File: src/pkg/spd_regs.svh
`ifndef SPD_REGS_SVH
`define SPD_REGS_SVH
`define SPD_OFF_CTRL1   8'h00
`define SPD_OFF_BUF     8'h04
`define SPD_OFF_STAT    8'h08
`define SPD_OFF_DCTRL1  8'h0c
`define SPD_OFF_DCTRL2  8'h10
`define SPD_OFF_TXPTR   8'h14
`define SPD_OFF_RXPTR   8'h18
`define SPD_OFF_COUNT   8'h1c
`define SPD_OFF_ISTAT   8'h20
`define SPD_OFF_ICLR    8'h24
`define SPD_OFF_IEN     8'h28
`define SPD_C1_WRITE_COLLISION_FLAG     7
`define SPD_C1_OVF      6
`define SPD_C1_EN       5
`define SPD_C1_CPOL     4
`define SPD_D1_EN       0
`define SPD_D1_TX       1
`define SPD_D1_RX       2
`define SPD_D2_SDO_OD   0
`define SPD_D2_SCK_OD   1
`define SPD_IRQ_XFER    0
`define SPD_IRQ_DMA     1
`define SPD_IRQ_WRITE_COLLISION_FLAG    2
`define SPD_IRQ_OVF     3
`define SPD_RST_BYTE    8'h00
`define SPD_RST_PTR     12'h000
`define SPD_RST_COUNT   10'h000
`define SPD_RST_IRQ     4'h0
`define SPD_IDLE_TX     8'hff
`define SPD_HALF_DIV64  6'd32
`define SPD_HALF_DIV16  6'd8
`define SPD_HALF_DIV8   6'd4
`endif

File: src/pkg/spd_pkg.sv
package spd_pkg;
	typedef enum logic [3:0]
	{
		SPD_SLV_NOSS = 4'h5,
		SPD_SLV_SS   = 4'h4,
		SPD_MST_TMR  = 4'h3,
		SPD_MST_D64  = 4'h2,
		SPD_MST_D16  = 4'h1,
		SPD_MST_D8   = 4'ha
	} spd_mode_t;
	typedef enum logic [1:0]
	{
		SPD_D_IDLE  = 2'b00,
		SPD_D_FETCH = 2'b01,
		SPD_D_SHIFT = 2'b10,
		SPD_D_STORE = 2'b11
	} spd_dstate_t;
endpackage : spd_pkg

File: src/pkg/spd_shift_if.sv
`timescale 1ns/1ps
interface spd_shift_if;
	logic       en;
	logic       master;
	logic       use_ss;
	logic       cpol;
	logic       sleep;
	logic [3:0] mode;
	logic       tick_tmr;
	logic       start;
	logic [7:0] tx_byte;
	logic       sck_in;
	logic       sdi_in;
	logic       ss_n_in;
	logic       done;
	logic [7:0] rx_byte;
	logic       busy;
	logic       sck_out;
	logic       sdo_out;
	logic       sdo_drive;
	modport shifter (input en, master, use_ss, cpol, sleep, mode, tick_tmr, start, tx_byte,
		sck_in, sdi_in, ss_n_in, output done, rx_byte, busy, sck_out, sdo_out, sdo_drive);
	modport ctrl (output en, master, use_ss, cpol, sleep, mode, tick_tmr, start, tx_byte,
		sck_in, sdi_in, ss_n_in, input done, rx_byte, busy, sck_out, sdo_out, sdo_drive);
endinterface : spd_shift_if

File: src/rtl/spd_sync.sv
`timescale 1ns/1ps
module spd_sync #(parameter int W = 1)
(
	input  wire logic         clk,
	input  wire logic         rst_n,
	input  wire logic [W-1:0] d,
	output logic      [W-1:0] q
);
	logic [W-1:0] meta;
	always_ff @(posedge clk or negedge rst_n)
	begin
		if (!rst_n)
		begin
			meta <= '0;
			q    <= '0;
		end
		else
		begin
			meta <= d;
			q    <= meta;
		end
	end
endmodule : spd_sync

File: src/rtl/spd_shift.sv
`timescale 1ns/1ps
`include "spd_regs.svh"
module spd_shift import spd_pkg::*;
(
	input  wire logic  clk,
	input  wire logic  rst_n,
	spd_shift_if.shifter sif
);
	logic [5:0] div;
	logic [5:0] half;
	logic       mtick;
	logic       ph;
	logic       sck_d;
	logic       samp;
	logic [7:0] sr;
	logic [2:0] bits;
	logic       ss_act;
	logic       lead;
	logic       trail;

	always_comb
	begin
		case (sif.mode)
			SPD_MST_D64: half = `SPD_HALF_DIV64;
			SPD_MST_D16: half = `SPD_HALF_DIV16;
			default:     half = `SPD_HALF_DIV8;
		endcase
	end

	// Master clock is gated off in sleep (mtick low, div held); slave keeps shifting
	assign mtick = sif.master && sif.busy && !sif.sleep &&
		((sif.mode == SPD_MST_TMR) ? sif.tick_tmr : (div == half - 6'd1)); // RULE_01 RULE_11
	assign ss_act = !sif.use_ss || !sif.ss_n_in; // RULE_01
	assign lead  = sif.master ? (mtick && !ph) :
		(ss_act && (sck_d == sif.cpol) && (sif.sck_in != sif.cpol));
	assign trail = sif.master ? (mtick && ph) :
		(ss_act && (sck_d != sif.cpol) && (sif.sck_in == sif.cpol));

	always_ff @(posedge clk or negedge rst_n)
	begin
		if (!rst_n)
			div <= 6'd0;
		else if (!(sif.master && sif.busy) || mtick)
			div <= 6'd0;
		else if (!sif.sleep)
			div <= div + 6'd1;
	end

	always_ff @(posedge clk or negedge rst_n)
	begin
		if (!rst_n)
			sck_d <= 1'b0;
		else
			sck_d <= sif.sck_in;
	end

	always_ff @(posedge clk or negedge rst_n)
	begin
		if (!rst_n)
		begin
			sr          <= `SPD_RST_BYTE;
			bits        <= 3'd0;
			ph          <= 1'b0;
			samp        <= 1'b0;
			sif.busy    <= 1'b0;
			sif.done    <= 1'b0;
			sif.rx_byte <= `SPD_RST_BYTE;
		end
		else if (!sif.en)
		begin
			bits     <= 3'd0;
			ph       <= 1'b0;
			sif.busy <= 1'b0;
			sif.done <= 1'b0;
		end
		else
		begin
			sif.done <= 1'b0;
			if (sif.start)
			begin
				sr       <= sif.tx_byte; // RULE_15
				bits     <= 3'd0;
				ph       <= 1'b0;
				sif.busy <= sif.master;
			end
			else if (!sif.master && !ss_act)
			begin
				bits     <= 3'd0;
				sif.busy <= 1'b0;
			end
			else if (lead)
			begin
				samp     <= sif.sdi_in;
				ph       <= 1'b1;
				sif.busy <= 1'b1;
			end
			else if (trail)
			begin
				sr   <= {sr[6:0], samp};
				ph   <= 1'b0;
				bits <= bits + 3'd1;
				if (bits == 3'd7)
				begin
					sif.done    <= 1'b1; // RULE_14
					sif.busy    <= 1'b0;
					sif.rx_byte <= {sr[6:0], samp};
				end
			end
		end
	end

	assign sif.sck_out   = sif.master ? (ph ^ sif.cpol) : sif.cpol;
	assign sif.sdo_out   = sr[7];
	assign sif.sdo_drive = sif.en && (sif.master || ss_act);
endmodule : spd_shift

File: src/rtl/spd_top.sv
// Design decisions made here: the address map and register access over AXI4-Lite.
`timescale 1ns/1ps
`include "spd_regs.svh"
// Contract
// RULE_01 - Mode field picks slave and master clocks
// RULE_02 - Unlisted mode codes give no SPI activity
// RULE_03 - DMA moves bytes to and from SRAM
// RULE_04 - Without DMA, software uses buffer register
// RULE_05 - DMA holds pointers, count, control, interrupts
// RULE_06 - DMA in all modes, half/full duplex
// RULE_07 - Data and clock outputs optionally open-drain
// RULE_08 - Loopback master gives memory copy
// RULE_09 - DMA keeps running during idle
// RULE_10 - Software polls DMA enable before sleep
// RULE_11 - Slave byte in sleep sets flag
// RULE_12 - No DMA in sleep, no data lost
// RULE_13 - Deep sleep stops all; reinit after
// RULE_14 - Full byte goes to buffer, sets flag
// RULE_15 - Buffer write loads shift register too
// RULE_16 - DMA steps pointers, counts, self-clears enable
// RULE_17 - Port enable claims pins, else released
module spd_top import spd_pkg::*;
(
	input  wire logic        SYS_CLK,
	input  wire logic        RST_N,
	input  wire logic [7:0]  S_AXI_AWADDR,
	input  wire logic        S_AXI_AWVALID,
	output logic             S_AXI_AWREADY,
	input  wire logic [31:0] S_AXI_WDATA,
	input  wire logic [3:0]  S_AXI_WSTRB,
	input  wire logic        S_AXI_WVALID,
	output logic             S_AXI_WREADY,
	output logic [1:0]       S_AXI_BRESP,
	output logic             S_AXI_BVALID,
	input  wire logic        S_AXI_BREADY,
	input  wire logic [7:0]  S_AXI_ARADDR,
	input  wire logic        S_AXI_ARVALID,
	output logic             S_AXI_ARREADY,
	output logic [31:0]      S_AXI_RDATA,
	output logic [1:0]       S_AXI_RRESP,
	output logic             S_AXI_RVALID,
	input  wire logic        S_AXI_RREADY,
	input  wire logic        SCK_I,
	output logic             SCK_O,
	output logic             SCK_OE,
	input  wire logic        SDI_I,
	output logic             SDO_O,
	output logic             SDO_OE,
	input  wire logic        SS_N_I,
	input  wire logic        TIMER_TICK,
	input  wire logic        SLEEP,
	input  wire logic        DEEP_SLEEP,
	output logic             MEM_REQ,
	output logic             MEM_WE,
	output logic [11:0]      MEM_ADDR,
	output logic [7:0]       MEM_WDATA,
	input  wire logic [7:0]  MEM_RDATA,
	input  wire logic        MEM_ACK,
	output logic             IRQ
);
	spd_shift_if sif ();
	logic [2:0]  pins_q;
	logic        aw_full, w_full, next_aw_full, next_w_full, do_write, ar_take;
	logic [7:0]  awaddr_q;
	logic [31:0] wdata_q;
	logic [3:0]  wstrb_q;
	logic [31:0] rd_data;
	logic        rd_ok, wr_ok;
	logic        port_enable, clock_idle_polarity, write_collision_flag, receive_overflow_flag;
	logic [3:0]  port_mode_field;
	logic [7:0]  port_buffer;
	logic        buf_full;
	logic        dma_enable_bit, dma_tx, dma_rx, sdo_od, sck_od;
	logic [11:0] tx_ptr, rx_ptr;
	logic [9:0]  byte_count;
	logic [3:0]  irq_status, irq_enable, irq_ev;
	logic        mode_valid, mode_master;
	logic        buf_wr, buf_wr_ok, collide, overflow, dma_start, dma_done;
	logic [7:0]  dma_byte;
	spd_dstate_t dstate;

	spd_sync #(.W(3)) u_sync (.clk(SYS_CLK), .rst_n(RST_N), .d({SCK_I, SDI_I, SS_N_I}),
		.q(pins_q));
	spd_shift u_shift (.clk(SYS_CLK), .rst_n(RST_N), .sif(sif));

	always_comb
	begin
		case (port_mode_field)
			SPD_SLV_NOSS, SPD_SLV_SS: {mode_valid, mode_master} = 2'b10;
			SPD_MST_TMR, SPD_MST_D64, SPD_MST_D16, SPD_MST_D8: {mode_valid, mode_master} = 2'b11;
			default: {mode_valid, mode_master} = 2'b00; // RULE_02
		endcase
	end

	// Deep sleep stops the port entirely; the enables only come back through software
	assign sif.en       = port_enable && mode_valid && !DEEP_SLEEP; // RULE_02 RULE_13
	assign sif.master   = mode_master;
	assign sif.use_ss   = (port_mode_field == SPD_SLV_SS); // RULE_01
	assign sif.cpol     = clock_idle_polarity;
	assign sif.sleep    = SLEEP;
	assign sif.mode     = port_mode_field;
	assign sif.tick_tmr = TIMER_TICK;
	assign {sif.sck_in, sif.sdi_in, sif.ss_n_in} = pins_q;
	assign sif.start    = buf_wr_ok || dma_start; // RULE_04 RULE_15
	assign sif.tx_byte  = dma_start ? dma_byte : wdata_q[7:0];

	assign next_aw_full = do_write ? 1'b0 : (aw_full || (S_AXI_AWVALID && S_AXI_AWREADY));
	assign next_w_full  = do_write ? 1'b0 : (w_full || (S_AXI_WVALID && S_AXI_WREADY));
	assign do_write     = aw_full && w_full && !S_AXI_BVALID;
	assign ar_take      = S_AXI_ARVALID && S_AXI_ARREADY;
	assign wr_ok        = (awaddr_q <= `SPD_OFF_IEN) && (awaddr_q[1:0] == 2'b00);
	assign buf_wr       = do_write && awaddr_q == `SPD_OFF_BUF && wstrb_q[0];
	// A write during a byte in flight is dropped, as the shift register is single
	assign collide      = buf_wr && sif.busy;
	assign buf_wr_ok    = buf_wr && !sif.busy && !dma_start;
	assign overflow     = sif.done && buf_full && !mode_master && !dma_enable_bit;

	always_ff @(posedge SYS_CLK or negedge RST_N)
	begin
		if (!RST_N)
		begin
			{aw_full, w_full, S_AXI_BVALID} <= 3'b000;
			{S_AXI_AWREADY, S_AXI_WREADY} <= 2'b00;
			awaddr_q    <= 8'h00;
			wdata_q     <= 32'h0000_0000;
			wstrb_q     <= 4'h0;
			S_AXI_BRESP <= 2'b00;
		end
		else
		begin
			aw_full       <= next_aw_full;
			w_full        <= next_w_full;
			S_AXI_AWREADY <= !next_aw_full;
			S_AXI_WREADY  <= !next_w_full;
			if (S_AXI_AWVALID && S_AXI_AWREADY)
				awaddr_q <= S_AXI_AWADDR;
			if (S_AXI_WVALID && S_AXI_WREADY)
			begin
				wdata_q <= S_AXI_WDATA;
				wstrb_q <= S_AXI_WSTRB;
			end
			if (do_write)
			begin
				S_AXI_BVALID <= 1'b1;
				S_AXI_BRESP  <= wr_ok ? 2'b00 : 2'b10;
			end
			else if (S_AXI_BREADY)
				S_AXI_BVALID <= 1'b0;
		end
	end

	always_comb
	begin
		rd_ok   = 1'b1;
		rd_data = 32'h0000_0000;
		case (S_AXI_ARADDR)
			`SPD_OFF_CTRL1:  rd_data[7:0] = {write_collision_flag, receive_overflow_flag,
				port_enable, clock_idle_polarity, port_mode_field};
			`SPD_OFF_BUF:    rd_data[7:0] = port_buffer;
			`SPD_OFF_STAT:   rd_data[1:0] = {sif.busy, buf_full};
			`SPD_OFF_DCTRL1: rd_data[2:0] = {dma_rx, dma_tx, dma_enable_bit};
			`SPD_OFF_DCTRL2: rd_data[1:0] = {sck_od, sdo_od};
			`SPD_OFF_TXPTR:  rd_data[11:0] = tx_ptr;
			`SPD_OFF_RXPTR:  rd_data[11:0] = rx_ptr;
			`SPD_OFF_COUNT:  rd_data[9:0] = byte_count;
			`SPD_OFF_ISTAT:  rd_data[3:0] = irq_status;
			`SPD_OFF_ICLR:   rd_data = 32'h0000_0000;
			`SPD_OFF_IEN:    rd_data[3:0] = irq_enable;
			default:         rd_ok = 1'b0;
		endcase
	end

	always_ff @(posedge SYS_CLK or negedge RST_N)
	begin
		if (!RST_N)
		begin
			S_AXI_ARREADY <= 1'b0;
			S_AXI_RVALID  <= 1'b0;
			S_AXI_RDATA   <= 32'h0000_0000;
			S_AXI_RRESP   <= 2'b00;
		end
		else
		begin
			S_AXI_ARREADY <= !(S_AXI_RVALID || ar_take) || (S_AXI_RVALID && S_AXI_RREADY);
			if (ar_take)
			begin
				S_AXI_RVALID <= 1'b1;
				S_AXI_RDATA  <= rd_data;
				S_AXI_RRESP  <= rd_ok ? 2'b00 : 2'b10;
			end
			else if (S_AXI_RREADY)
				S_AXI_RVALID <= 1'b0;
		end
	end

	always_ff @(posedge SYS_CLK or negedge RST_N)
	begin
		if (!RST_N)
		begin
			{port_enable, clock_idle_polarity, write_collision_flag, receive_overflow_flag} <= 4'h0;
			port_mode_field <= 4'h0;
			{sdo_od, sck_od} <= 2'b00;
			irq_enable <= `SPD_RST_IRQ;
		end
		else if (DEEP_SLEEP)
		begin
			{port_enable, clock_idle_polarity, write_collision_flag, receive_overflow_flag} <= 4'h0;
			port_mode_field <= 4'h0; // RULE_13
			{sdo_od, sck_od} <= 2'b00;
			irq_enable <= `SPD_RST_IRQ;
		end
		else
		begin
			if (do_write && wstrb_q[0] && awaddr_q == `SPD_OFF_CTRL1)
			begin
				port_enable         <= wdata_q[`SPD_C1_EN];
				clock_idle_polarity <= wdata_q[`SPD_C1_CPOL];
				port_mode_field     <= wdata_q[3:0];
			end
			// Flags clear by writing zero or in deep sleep, and a new event wins over the written clear
			if (collide)
				write_collision_flag <= 1'b1;
			else if (do_write && wstrb_q[0] && awaddr_q == `SPD_OFF_CTRL1)
				write_collision_flag <= write_collision_flag & wdata_q[`SPD_C1_WRITE_COLLISION_FLAG];
			if (overflow)
				receive_overflow_flag <= 1'b1;
			else if (do_write && wstrb_q[0] && awaddr_q == `SPD_OFF_CTRL1)
				receive_overflow_flag <= receive_overflow_flag & wdata_q[`SPD_C1_OVF];
			if (do_write && wstrb_q[0] && awaddr_q == `SPD_OFF_DCTRL2)
				{sck_od, sdo_od} <= wdata_q[1:0]; // RULE_07
			if (do_write && wstrb_q[0] && awaddr_q == `SPD_OFF_IEN)
				irq_enable <= wdata_q[3:0];
		end
	end

	always_ff @(posedge SYS_CLK or negedge RST_N)
	begin
		if (!RST_N)
		begin
			port_buffer <= `SPD_RST_BYTE;
			buf_full    <= 1'b0;
		end
		else
		begin
			if (sif.done && !overflow)
				port_buffer <= sif.rx_byte; // RULE_14
			else if (buf_wr_ok)
				port_buffer <= wdata_q[7:0]; // RULE_15
			if (sif.done && !dma_enable_bit)
				buf_full <= 1'b1; // RULE_11 RULE_12
			else if (ar_take && S_AXI_ARADDR == `SPD_OFF_BUF)
				buf_full <= 1'b0;
		end
	end

	// The engine never gates on an idle state, only on sleep, deep sleep and a disabled port (sif.en low)
	always_ff @(posedge SYS_CLK or negedge RST_N)
	begin
		if (!RST_N)
		begin
			dstate <= SPD_D_IDLE;
			{dma_enable_bit, dma_tx, dma_rx, dma_start, dma_done} <= 5'b00000;
			{MEM_REQ, MEM_WE} <= 2'b00;
			{MEM_ADDR, tx_ptr, rx_ptr} <= {`SPD_RST_PTR, `SPD_RST_PTR, `SPD_RST_PTR};
			{MEM_WDATA, dma_byte} <= {`SPD_RST_BYTE, `SPD_RST_BYTE};
			byte_count <= `SPD_RST_COUNT;
		end
		else if (DEEP_SLEEP || !sif.en)
		begin
			dstate <= SPD_D_IDLE; // RULE_13
			{dma_start, dma_done, MEM_REQ, MEM_WE} <= 4'h0;
			if (DEEP_SLEEP)
				{dma_enable_bit, dma_tx, dma_rx} <= 3'b000;
			else if (do_write && wstrb_q[0] && awaddr_q == `SPD_OFF_DCTRL1)
				{dma_rx, dma_tx, dma_enable_bit} <= wdata_q[2:0];
		end
		else
		begin
			dma_start <= 1'b0;
			dma_done  <= 1'b0;
			if (dstate == SPD_D_IDLE && do_write && wstrb_q[0])
			begin
				if (awaddr_q == `SPD_OFF_DCTRL1)
					{dma_rx, dma_tx, dma_enable_bit} <= wdata_q[2:0];
				if (awaddr_q == `SPD_OFF_TXPTR)
					tx_ptr <= {wstrb_q[1] ? wdata_q[11:8] : tx_ptr[11:8], wdata_q[7:0]};
				if (awaddr_q == `SPD_OFF_RXPTR)
					rx_ptr <= {wstrb_q[1] ? wdata_q[11:8] : rx_ptr[11:8], wdata_q[7:0]};
				if (awaddr_q == `SPD_OFF_COUNT)
					byte_count <= {wstrb_q[1] ? wdata_q[9:8] : byte_count[9:8], wdata_q[7:0]};
			end
			case (dstate)
				SPD_D_IDLE:
					if (dma_enable_bit && !SLEEP && !dma_start) // RULE_09 RULE_10
					begin
						if (byte_count == 10'd0)
						begin
							dma_enable_bit <= 1'b0;
							dma_done       <= 1'b1;
						end
						else if (dma_tx)
						begin
							{MEM_REQ, MEM_WE} <= 2'b10; // RULE_03
							MEM_ADDR <= tx_ptr;
							dstate   <= SPD_D_FETCH;
						end
						else
						begin
							dma_byte  <= `SPD_IDLE_TX; // RULE_06
							dma_start <= 1'b1;
							dstate    <= SPD_D_SHIFT;
						end
					end
				SPD_D_FETCH:
					if (MEM_ACK)
					begin
						MEM_REQ   <= 1'b0;
						dma_byte  <= MEM_RDATA; // RULE_03
						dma_start <= 1'b1;
						dstate    <= SPD_D_SHIFT;
					end
				SPD_D_SHIFT:
					if (sif.done)
					begin
						if (dma_rx)
						begin
							{MEM_REQ, MEM_WE} <= 2'b11; // RULE_03 RULE_08
							MEM_ADDR  <= rx_ptr;
							MEM_WDATA <= sif.rx_byte;
							dstate    <= SPD_D_STORE;
						end
						else
							dstate <= SPD_D_IDLE;
					end
				SPD_D_STORE:
					if (MEM_ACK)
					begin
						{MEM_REQ, MEM_WE} <= 2'b00;
						dstate <= SPD_D_IDLE;
					end
				default: dstate <= SPD_D_IDLE;
			endcase
			if ((dstate == SPD_D_SHIFT && sif.done && !dma_rx) ||
				(dstate == SPD_D_STORE && MEM_ACK))
			begin
				tx_ptr     <= tx_ptr + {11'd0, dma_tx}; // RULE_16
				rx_ptr     <= rx_ptr + {11'd0, dma_rx};
				byte_count <= byte_count - 10'd1;
				if (byte_count == 10'd1)
				begin
					dma_enable_bit <= 1'b0; // RULE_16
					dma_done       <= 1'b1;
				end
			end
		end
	end

	assign irq_ev = {overflow, collide, dma_done, sif.done}; // RULE_05

	always_ff @(posedge SYS_CLK or negedge RST_N)
	begin
		if (!RST_N)
		begin
			irq_status <= `SPD_RST_IRQ;
			IRQ        <= 1'b0;
		end
		else
		begin
			if (do_write && wstrb_q[0] && awaddr_q == `SPD_OFF_ICLR)
				irq_status <= (irq_status & ~wdata_q[3:0]) | irq_ev;
			else
				irq_status <= irq_status | irq_ev;
			IRQ <= |(irq_status & irq_enable);
		end
	end

	// Pins are registered so the pads never see decode glitches
	always_ff @(posedge SYS_CLK or negedge RST_N)
	begin
		if (!RST_N)
			{SCK_O, SCK_OE, SDO_O, SDO_OE} <= 4'h0;
		else
		begin
			SCK_O  <= !sck_od && sif.sck_out; // RULE_07
			SCK_OE <= sif.en && mode_master && (!sck_od || !sif.sck_out); // RULE_17
			SDO_O  <= !sdo_od && sif.sdo_out;
			SDO_OE <= sif.sdo_drive && (!sdo_od || !sif.sdo_out); // RULE_07 RULE_17
		end
	end
endmodule : spd_top

File: config.mk
export PLATFORM = sky130hd
export DESIGN_NAME = spd_top
export DESIGN_NICKNAME = d
export VERILOG_FILES = /design/src/pkg/spd_pkg.sv /design/src/pkg/spd_shift_if.sv /design/src/rtl/spd_sync.sv /design/src/rtl/spd_shift.sv /design/src/rtl/spd_top.sv
export VERILOG_INCLUDE_DIRS = /design/src /design/src/pkg
export SDC_FILE = /design/constraint.sdc
export NUM_CORES = 1
export LEC_CHECK = 0
export ABC_AREA = 1
export BUFFER_PORTS_ARGS = -buffer_cell sky130_fd_sc_hd__clkbuf_2
export CORE_ASPECT_RATIO = 0.6
export CORE_UTILIZATION = 52
export DETAILED_ROUTE_END_ITERATION = 16
export GPL_TIMING_DRIVEN = 0
export MAX_ROUTING_LAYER = met4
export PLACE_DENSITY = 0.71
export SLEW_MARGIN = 25
export SYNTH_ARGS = -nofsm -noshare
export SYNTH_HDL_FRONTEND = slang
export SYNTH_SLANG_ARGS = --single-unit
File: constraint.sdc
create_clock -name SYS_CLK -period 4.63 [get_ports SYS_CLK]
set_input_delay 0 -clock SYS_CLK [delete_from_list [all_inputs] [get_ports SYS_CLK]]
set_output_delay 0 -clock SYS_CLK [all_outputs]
set_load 0.02 [all_outputs]
Yosys cells after proc, flatten, opt, wreduce, memory -nomap -nowiden
Cells that the tools add are included.

Register bits after elaboration: 184. Word-level logic and storage cells: 417. Input port bits: 74. Output and inout bits: 68.

Muxes and demuxes: 150. Add/sub/neg operators: 6. Bitwise operators: 12. Magnitude comparators: 1. Reductions and logical operators: 132. Equal/unequal tests: 59.

Operators by type and width (count): 12-bit 2-to-1 mux (11); 1-bit 2-to-1 mux (88); 8-bit 2-to-1 mux (11); 8-bit by 5-bit == test with 1-bit output, second input constant (8); 1-bit logical AND (49); 8-bit by 6-bit == test with 1-bit output, second input constant (5); 2-bit nonzero test (17); 10-bit 2-to-1 mux (3); 12-bit by 1-bit adder with 12-bit output (2); 8-bit by 4-bit == test with 1-bit output, second input constant (3); 4-bit 2-to-1 mux (6); 12-bit case mux with 2 select lines (1); 4-bit AND reduction (6); 1-bit zero test (22); 2-bit 2-to-1 mux (11); 2-bit case mux with 10 select lines (1); 4-bit case mux with 5 select lines (1); 3-bit inequality test, second input constant (6); 6-bit AND reduction (3); 8-bit by 3-bit == test with 1-bit output, second input constant (2); 8-bit zero test (2); 8-bit case mux with 2 select lines (1); 3-bit 2-to-1 mux (5); 2-bit inequality test, second input constant (7); 50 further kinds (89).

Logic depth before layout (Yosys ltp)
Depth in word-level cells: 13. Gate-level depth with buffers: 14.

Modules after synthesis
From an unflattened synthesis, not the netlist that was laid out.

Cells, all modules: 1301. Area total of the unflattened synthesis: 9721.8 um^2.

Modules (own cells, without submodules): spd_top (sequential area each 3653.5 um^2, area each 7917.6 um^2, instances 1, cells an instance 1087); spd_shift (sequential area each 750.7 um^2, area each 1654.1 um^2, instances 1, cells an instance 208); spd_sync (sequential area each 150.1 um^2, area each 150.1 um^2, instances 1, cells an instance 6).

Worst setup path before layout
OpenSTA, ideal clock, no wires.

Path type: reg-to-reg. Start point: register S_AXI_BVALID. End point: register u_shift.sif.busy. Path slack: 2.739 ns. Path buffers: 1. Library setup time: 0.124 ns. Data arrival time: 1.767 ns. Required time: 4.506 ns. Cell stages (with the launch flop): 14. Path through: dfrtp_1 > inv_1 > nand3_2 > nor2_2 > inv_2 > nor2_1 > nand3_1 > nand2_1 > nor2_1 > nand3_2 > buf_4 > inv_1 > nand3_1 > nand2_1.

Longest elaborated chain between the ends: 9. Elaborated cells on any way between the ends: 12. Classes of those cells: eq/ne (2); mux (2); reduce/logical (8).

Ends and longest elaborated chain: from (decl) (line spd_top.sv:34) `output logic S_AXI_BVALID,`; from (signal assigned) (line spd_top.sv:122) `{aw_full, w_full, S_AXI_BVALID} <= 3'b000;`; from (signal assigned) (line spd_top.sv:144) `S_AXI_BVALID <= 1'b1;`; from (signal assigned) (line spd_top.sv:148) `S_AXI_BVALID <= 1'b0;`; 1-bit zero test * (line spd_top.sv:109) `assign do_write = aw_full && w_full && !S_AXI_BVALID;`; 1-bit logical AND * (line spd_top.sv:109); 1-bit logical AND (no source line) *; 1-bit logical AND * (line spd_top.sv:112) `` assign buf_wr = do_write && awaddr_q == `SPD_OFF_BUF && wstrb_q[0]; ``; 1-bit logical AND * (2 in a row) (line spd_top.sv:115) `assign buf_wr_ok = buf_wr && !sif.busy && !dma_start;`; 1-bit logical OR * (line spd_top.sv:104) `assign sif.start = buf_wr_ok || dma_start;`; 5-bit by 1-bit inequality test with 1-bit output (no source line) or 1-bit 2-to-1 mux (tied branches); 2-bit AND reduction (no source line) or 1-bit 2-to-1 mux (tied branches); to (signal assigned) (line spd_shift.sv:84) `sif.busy <= sif.master;`; to (decl) (line spd_shift_if.sv:22) `sck_in, sdi_in, ss_n_in, output done, rx_byte, busy, sck_out, sdo_out, sdo_drive);`.

Every way passes the cells marked *; elsewhere a longest branch is shown, timed or not. A chain may end at the register's enable or synchronous reset.

Worst setup path in the final report
Start point: register byte_count[4]. End point: register MEM_ADDR[4].

Longest elaborated chain between the ends: 3.

Ends and longest elaborated chain: from (decl) (line spd_top.sv:75) `logic [9:0] byte_count;`; from (signal assigned) (line spd_top.sv:266) `` byte_count <= `SPD_RST_COUNT; ``; from (signal assigned) (line spd_top.sv:290) `byte_count <= {wstrb_q[1] ? wdata_q[9:8] : byte_count[9:8], wdata_q[7:0]};`; from (signal assigned) (line spd_top.sv:348) `byte_count <= byte_count - 10'd1;`; 10-bit zero test (line spd_top.sv:296) `if (byte_count == 10'd0)`; 2-bit inequality test (no source line); 7-bit AND reduction (no source line); to (signal assigned) (line spd_top.sv:264) `` {MEM_ADDR, tx_ptr, rx_ptr} <= {`SPD_RST_PTR, `SPD_RST_PTR, `SPD_RST_PTR}; ``; to (signal assigned) (line spd_top.sv:304) `MEM_ADDR <= tx_ptr;`; to (signal assigned) (line spd_top.sv:328) `MEM_ADDR <= rx_ptr;`; to (decl) (line spd_top.sv:55) `output logic [11:0] MEM_ADDR,`.

No other way between the ends.

==> impl_metrics.ini <==
[global_route]
grt_usage = 0.333
antenna_found_initial = 0
grt_pass1_wl_mm = 45.0
grt_overflow_total = 0
grt_max_degree = 88
first_global_vias = 8092

[cts]
cts_buffers = 17
cts.htree.levels = 4
cts_tree = yes
clkTransAtPathRegs_ps = 70
clockBufferDepth = 2
clkLatencyLatePin_ps = 450
cts_setup_buffers = 0
clock_sinks = 182
cts-root-buf = clkbuf_16

[detailed_routing]
num_vias = 8967
wirelength_mm = 28.5
drc = 0
ant_nets = 0
drt_first_pass_iters = 6
drt-wirelength-per-cell_um = 17.8
vias_per_cell = 5.59
drt_iter0_markers = 1247

[timing]
finalSetupViolCount = 0
grt_setup_unrepaired = false
tightestPinTransition_ps = 892
fin_crit_ps = 2440
final.setup.tns_ps = 0
hold_violations = 0
min_period_over_period = 0.527
timing.slew.headroom = 0.404
timing.fmax_ghz = 0.410
slew_viol_final = 0
finClkSkew_ps = 14.3

[pwr]
cellLeakagePower_nw = 5.72
p_sw_frac = 0.352
finalPower_w = 0.00438
clockPowerShare = 0.344
seqPwrFrac = 0.439
power.density_nw_per_um2 = 386
switchingPower_w = 0.00154
p_comb_frac = 0.218
ir_drop_v = 0.000294
p_int_w = 0.00284

[logic_synthesis]
synth-main-ff-cell = dfrtp_1
synthTopCellsByArea = dfrtp_1, nand2_1, o21ai_0
yosysMostFrequentCell = nand2_1
synth.top_cells.by_count = nand2_1, dfrtp_1, inv_1, o21ai_0, nor2_1
ys_ff_latch = 182
synth_top_area_frac = 0.486
avgSynthCellArea_um2 = 7.98
synthArstFlopShare = 1.00
synth_edf_count = 0
ys_seq_area_frac = 0.486
synthXorXnorAreaFrac = 0.0122
syn_area_um2 = 9370
synth-compound-area-share = 0.146
syn-instance-count = 1174
synthMuxAreaShare = 0
ys_types = 50
yosysTopAreaCell = dfrtp_1
synth_top_family_by_area = simple AND/OR/NAND/NOR gates
synthAdderAreaFrac = 0.0120
synth_warnings = 0
yosys.area_share.simple = 0.257

[worst_setup_path]
cp_slowest_cell = dfrtp_1
cp_slowest_stage_delay_ps = 420
startpoint_type = flip-flop
crit_buf_inv = 2
startpoint = byte_count[4]$_DFFE_PN0P_
r2r_start = byte_count[4]$_DFFE_PN0P_
cp_common_cell = nand2_1
path_cells = inv_1, nand2_1, nor3_1, nand2_1, nor2_1, nand3b_1, o21ai_2, nor3_2, nand2_1, buf_4, nand2_1, nand2_1
required_ps = 5010
cp.depth = 12
r2r_slack_ps = 2190
critPathCaptureType = flip-flop
crit_type = flip-flop to flip-flop
worst-r2r-cell-count = 12
path_max_fanout = 10
endpoint = MEM_ADDR[4]$_DFFE_PN0P_
reg2reg_to = MEM_ADDR[4]$_DFFE_PN0P_
cpLargestDelayFamily = simple AND/OR/NAND/NOR gates
cp_data_arrival_time_ps = 2820

[run]
cap_violations = 0

[die]
dieArea_um2 = 18600
die_w_um = 175
chipHeight_um = 106
rows = 37
start_util = 0.539
core_um2 = 17400
io_pins = 142

[final_layout]
drive_gt1_frac = 0.145
fin_cells = 1605
syn_to_final_growth_pct = 21.1
final_nets = 1441
num_antenna_cells = 0

[place]
placed_cells = 1528
dp_hpwl_mm = 21.1
io_buffer_count = 97
place.gp.congestion = 0.977

[worst_hold_path]
hold_path_class = input port to flip-flop

[outcome]
outcome = complete, no violations
worst register-to-register path, delay by kind of cell (launching register included):
kind | cells | cell delay (ps)
buffers and inverters | 2 | 320
flip-flops | 1 | 420
AO/OA/AOI/OAI | 1 | 260
AND/OR/NAND/NOR | 9 | 1380
per-layer routing:
layer	share of wire	global-route usage	up-vias	wire, um
met3	0.13	0.116	26	3790
li1	-	-	4211	-
met1	0.48	0.517	4232	13800
met4	0.010	0.0671	0	287
met5	0	-	-	0
met2	0.37	0.407	498	10700
registers in the layout, indices dropped and copies added (netlist names), 8 cells and up:
name                 cells
MEM_ADDR                12
MEM_WDATA                8
S_AXI_RDATA             12
awaddr_q                 8
byte_count              10
dma_byte                 8
port_buffer              8
rx_ptr                  12
tx_ptr                  12
u_shift.sif.rx_byte      8
u_shift.sr               8
wdata_q                 12
cells by family (layout without fill, tap and decap cells):
logic type	after synthesis	after routing
adders and majority gates	9	9
AOI/OAI and AO/OA	234	234
and+or+nand+nor	551	551
DFF	182	182
xor gates and xnor gates	13	13
other	1	22
buffers and inverters	184	360
stage by stage:
step                      utilization  hold WS, ps  instance area [um2]  setup slack [ps]
after detailed placement        0.593         -125                10300              2380
final                           0.653         24.4                11300              2190
after CTS                       0.653         7.57                11300              2310
after global routing            0.653         27.5                11300              2040
after global placement          0.589          110                10200               144
after floorplan                     -         -296                 9440              2740
cells in the final DEF, fill, tap and decap left out, types with 4 or more instances in the layout:
master / count
nand2_1: 322
dfrtp_1: 182
inv_1: 129
o21ai_0: 112
nor2_1: 96
clkbuf_2: 96
nand3_1: 70
dlygate4sd3_1: 45
a21oi_1: 36
buf_4: 24
nor3_1: 22
conb_1: 22
a31oi_1: 19
clkbuf_16: 17
clkbuf_1: 16
o22ai_1: 16
xor2_1: 12
o221ai_1: 10
ha_1: 9
inv_2: 8
o211ai_1: 8
o21bai_1: 8
nand4_1: 7
nand2_2: 6
nor2_2: 5
nor2_4: 5
o31ai_1: 5
inv_8: 5
a22oi_1: 4
inv_6: 4
area by class of cell:
| type | count | area [um2] |
|---|---|---|
| fillers | 1527 | 6020 |
| flip-flops and latches | 182 | 4550 |
| multi-input cells | 829 | 4080 |
| repair buffers | 144 | 1000 |
| inverters | 138 | 518 |
| clock buffers | 17 | 425 |
| well taps | 234 | 293 |
| plain buffers | 46 | 290 |
| clock inverters | 15 | 180 |
power by group through the flow:
stage	sequential [W]	combinational (W)	clock, W
floorplan	0.00193	0.000501	0
global placement	0.00194	0.000824	0
detailed placement	0.00194	0.000846	0
CTS	0.00192	0.000918	0.00152
global route	0.00194	0.00104	0.00159
finish	0.00192	0.000953	0.00150
worst min-delay path by stage:
| stage | cells past startpoint | startpoint | slack [ps] | endpoint |
|---|---|---|---|---|
| 5_1_grt | 4 | S_AXI_ARADDR[3] | 30 | S_AXI_RRESP[1]$_DFFE_PN0P_ |
| 4_1_cts | 4 | S_AXI_ARADDR[3] | 8 | S_AXI_RRESP[1]$_DFFE_PN0P_ |
| 2_1_floorplan | 0 | RST_N | -300 | IRQ$_DFF_PN0_ |
| 6_report | 4 | S_AXI_ARADDR[3] | 20 | S_AXI_RRESP[1]$_DFFE_PN0P_ |
| 3_3_place_gp | 1 | SS_N_I | 110 | u_sync.meta[0]$_DFF_PN0_ |
| 3_5_place_dp | 1 | RST_N | -120 | S_AXI_AWREADY$_DFF_PN0_ |
what timing repair did:
| item | in CTS | in global routing |
|---|---|---|
| hold buffers | 45 | 0 |
| resized for setup | 0 | 0 |
| endpoints found under the hold margin | 137 | 0 |
No activity file was read; power rests on OpenSTA's default activity.
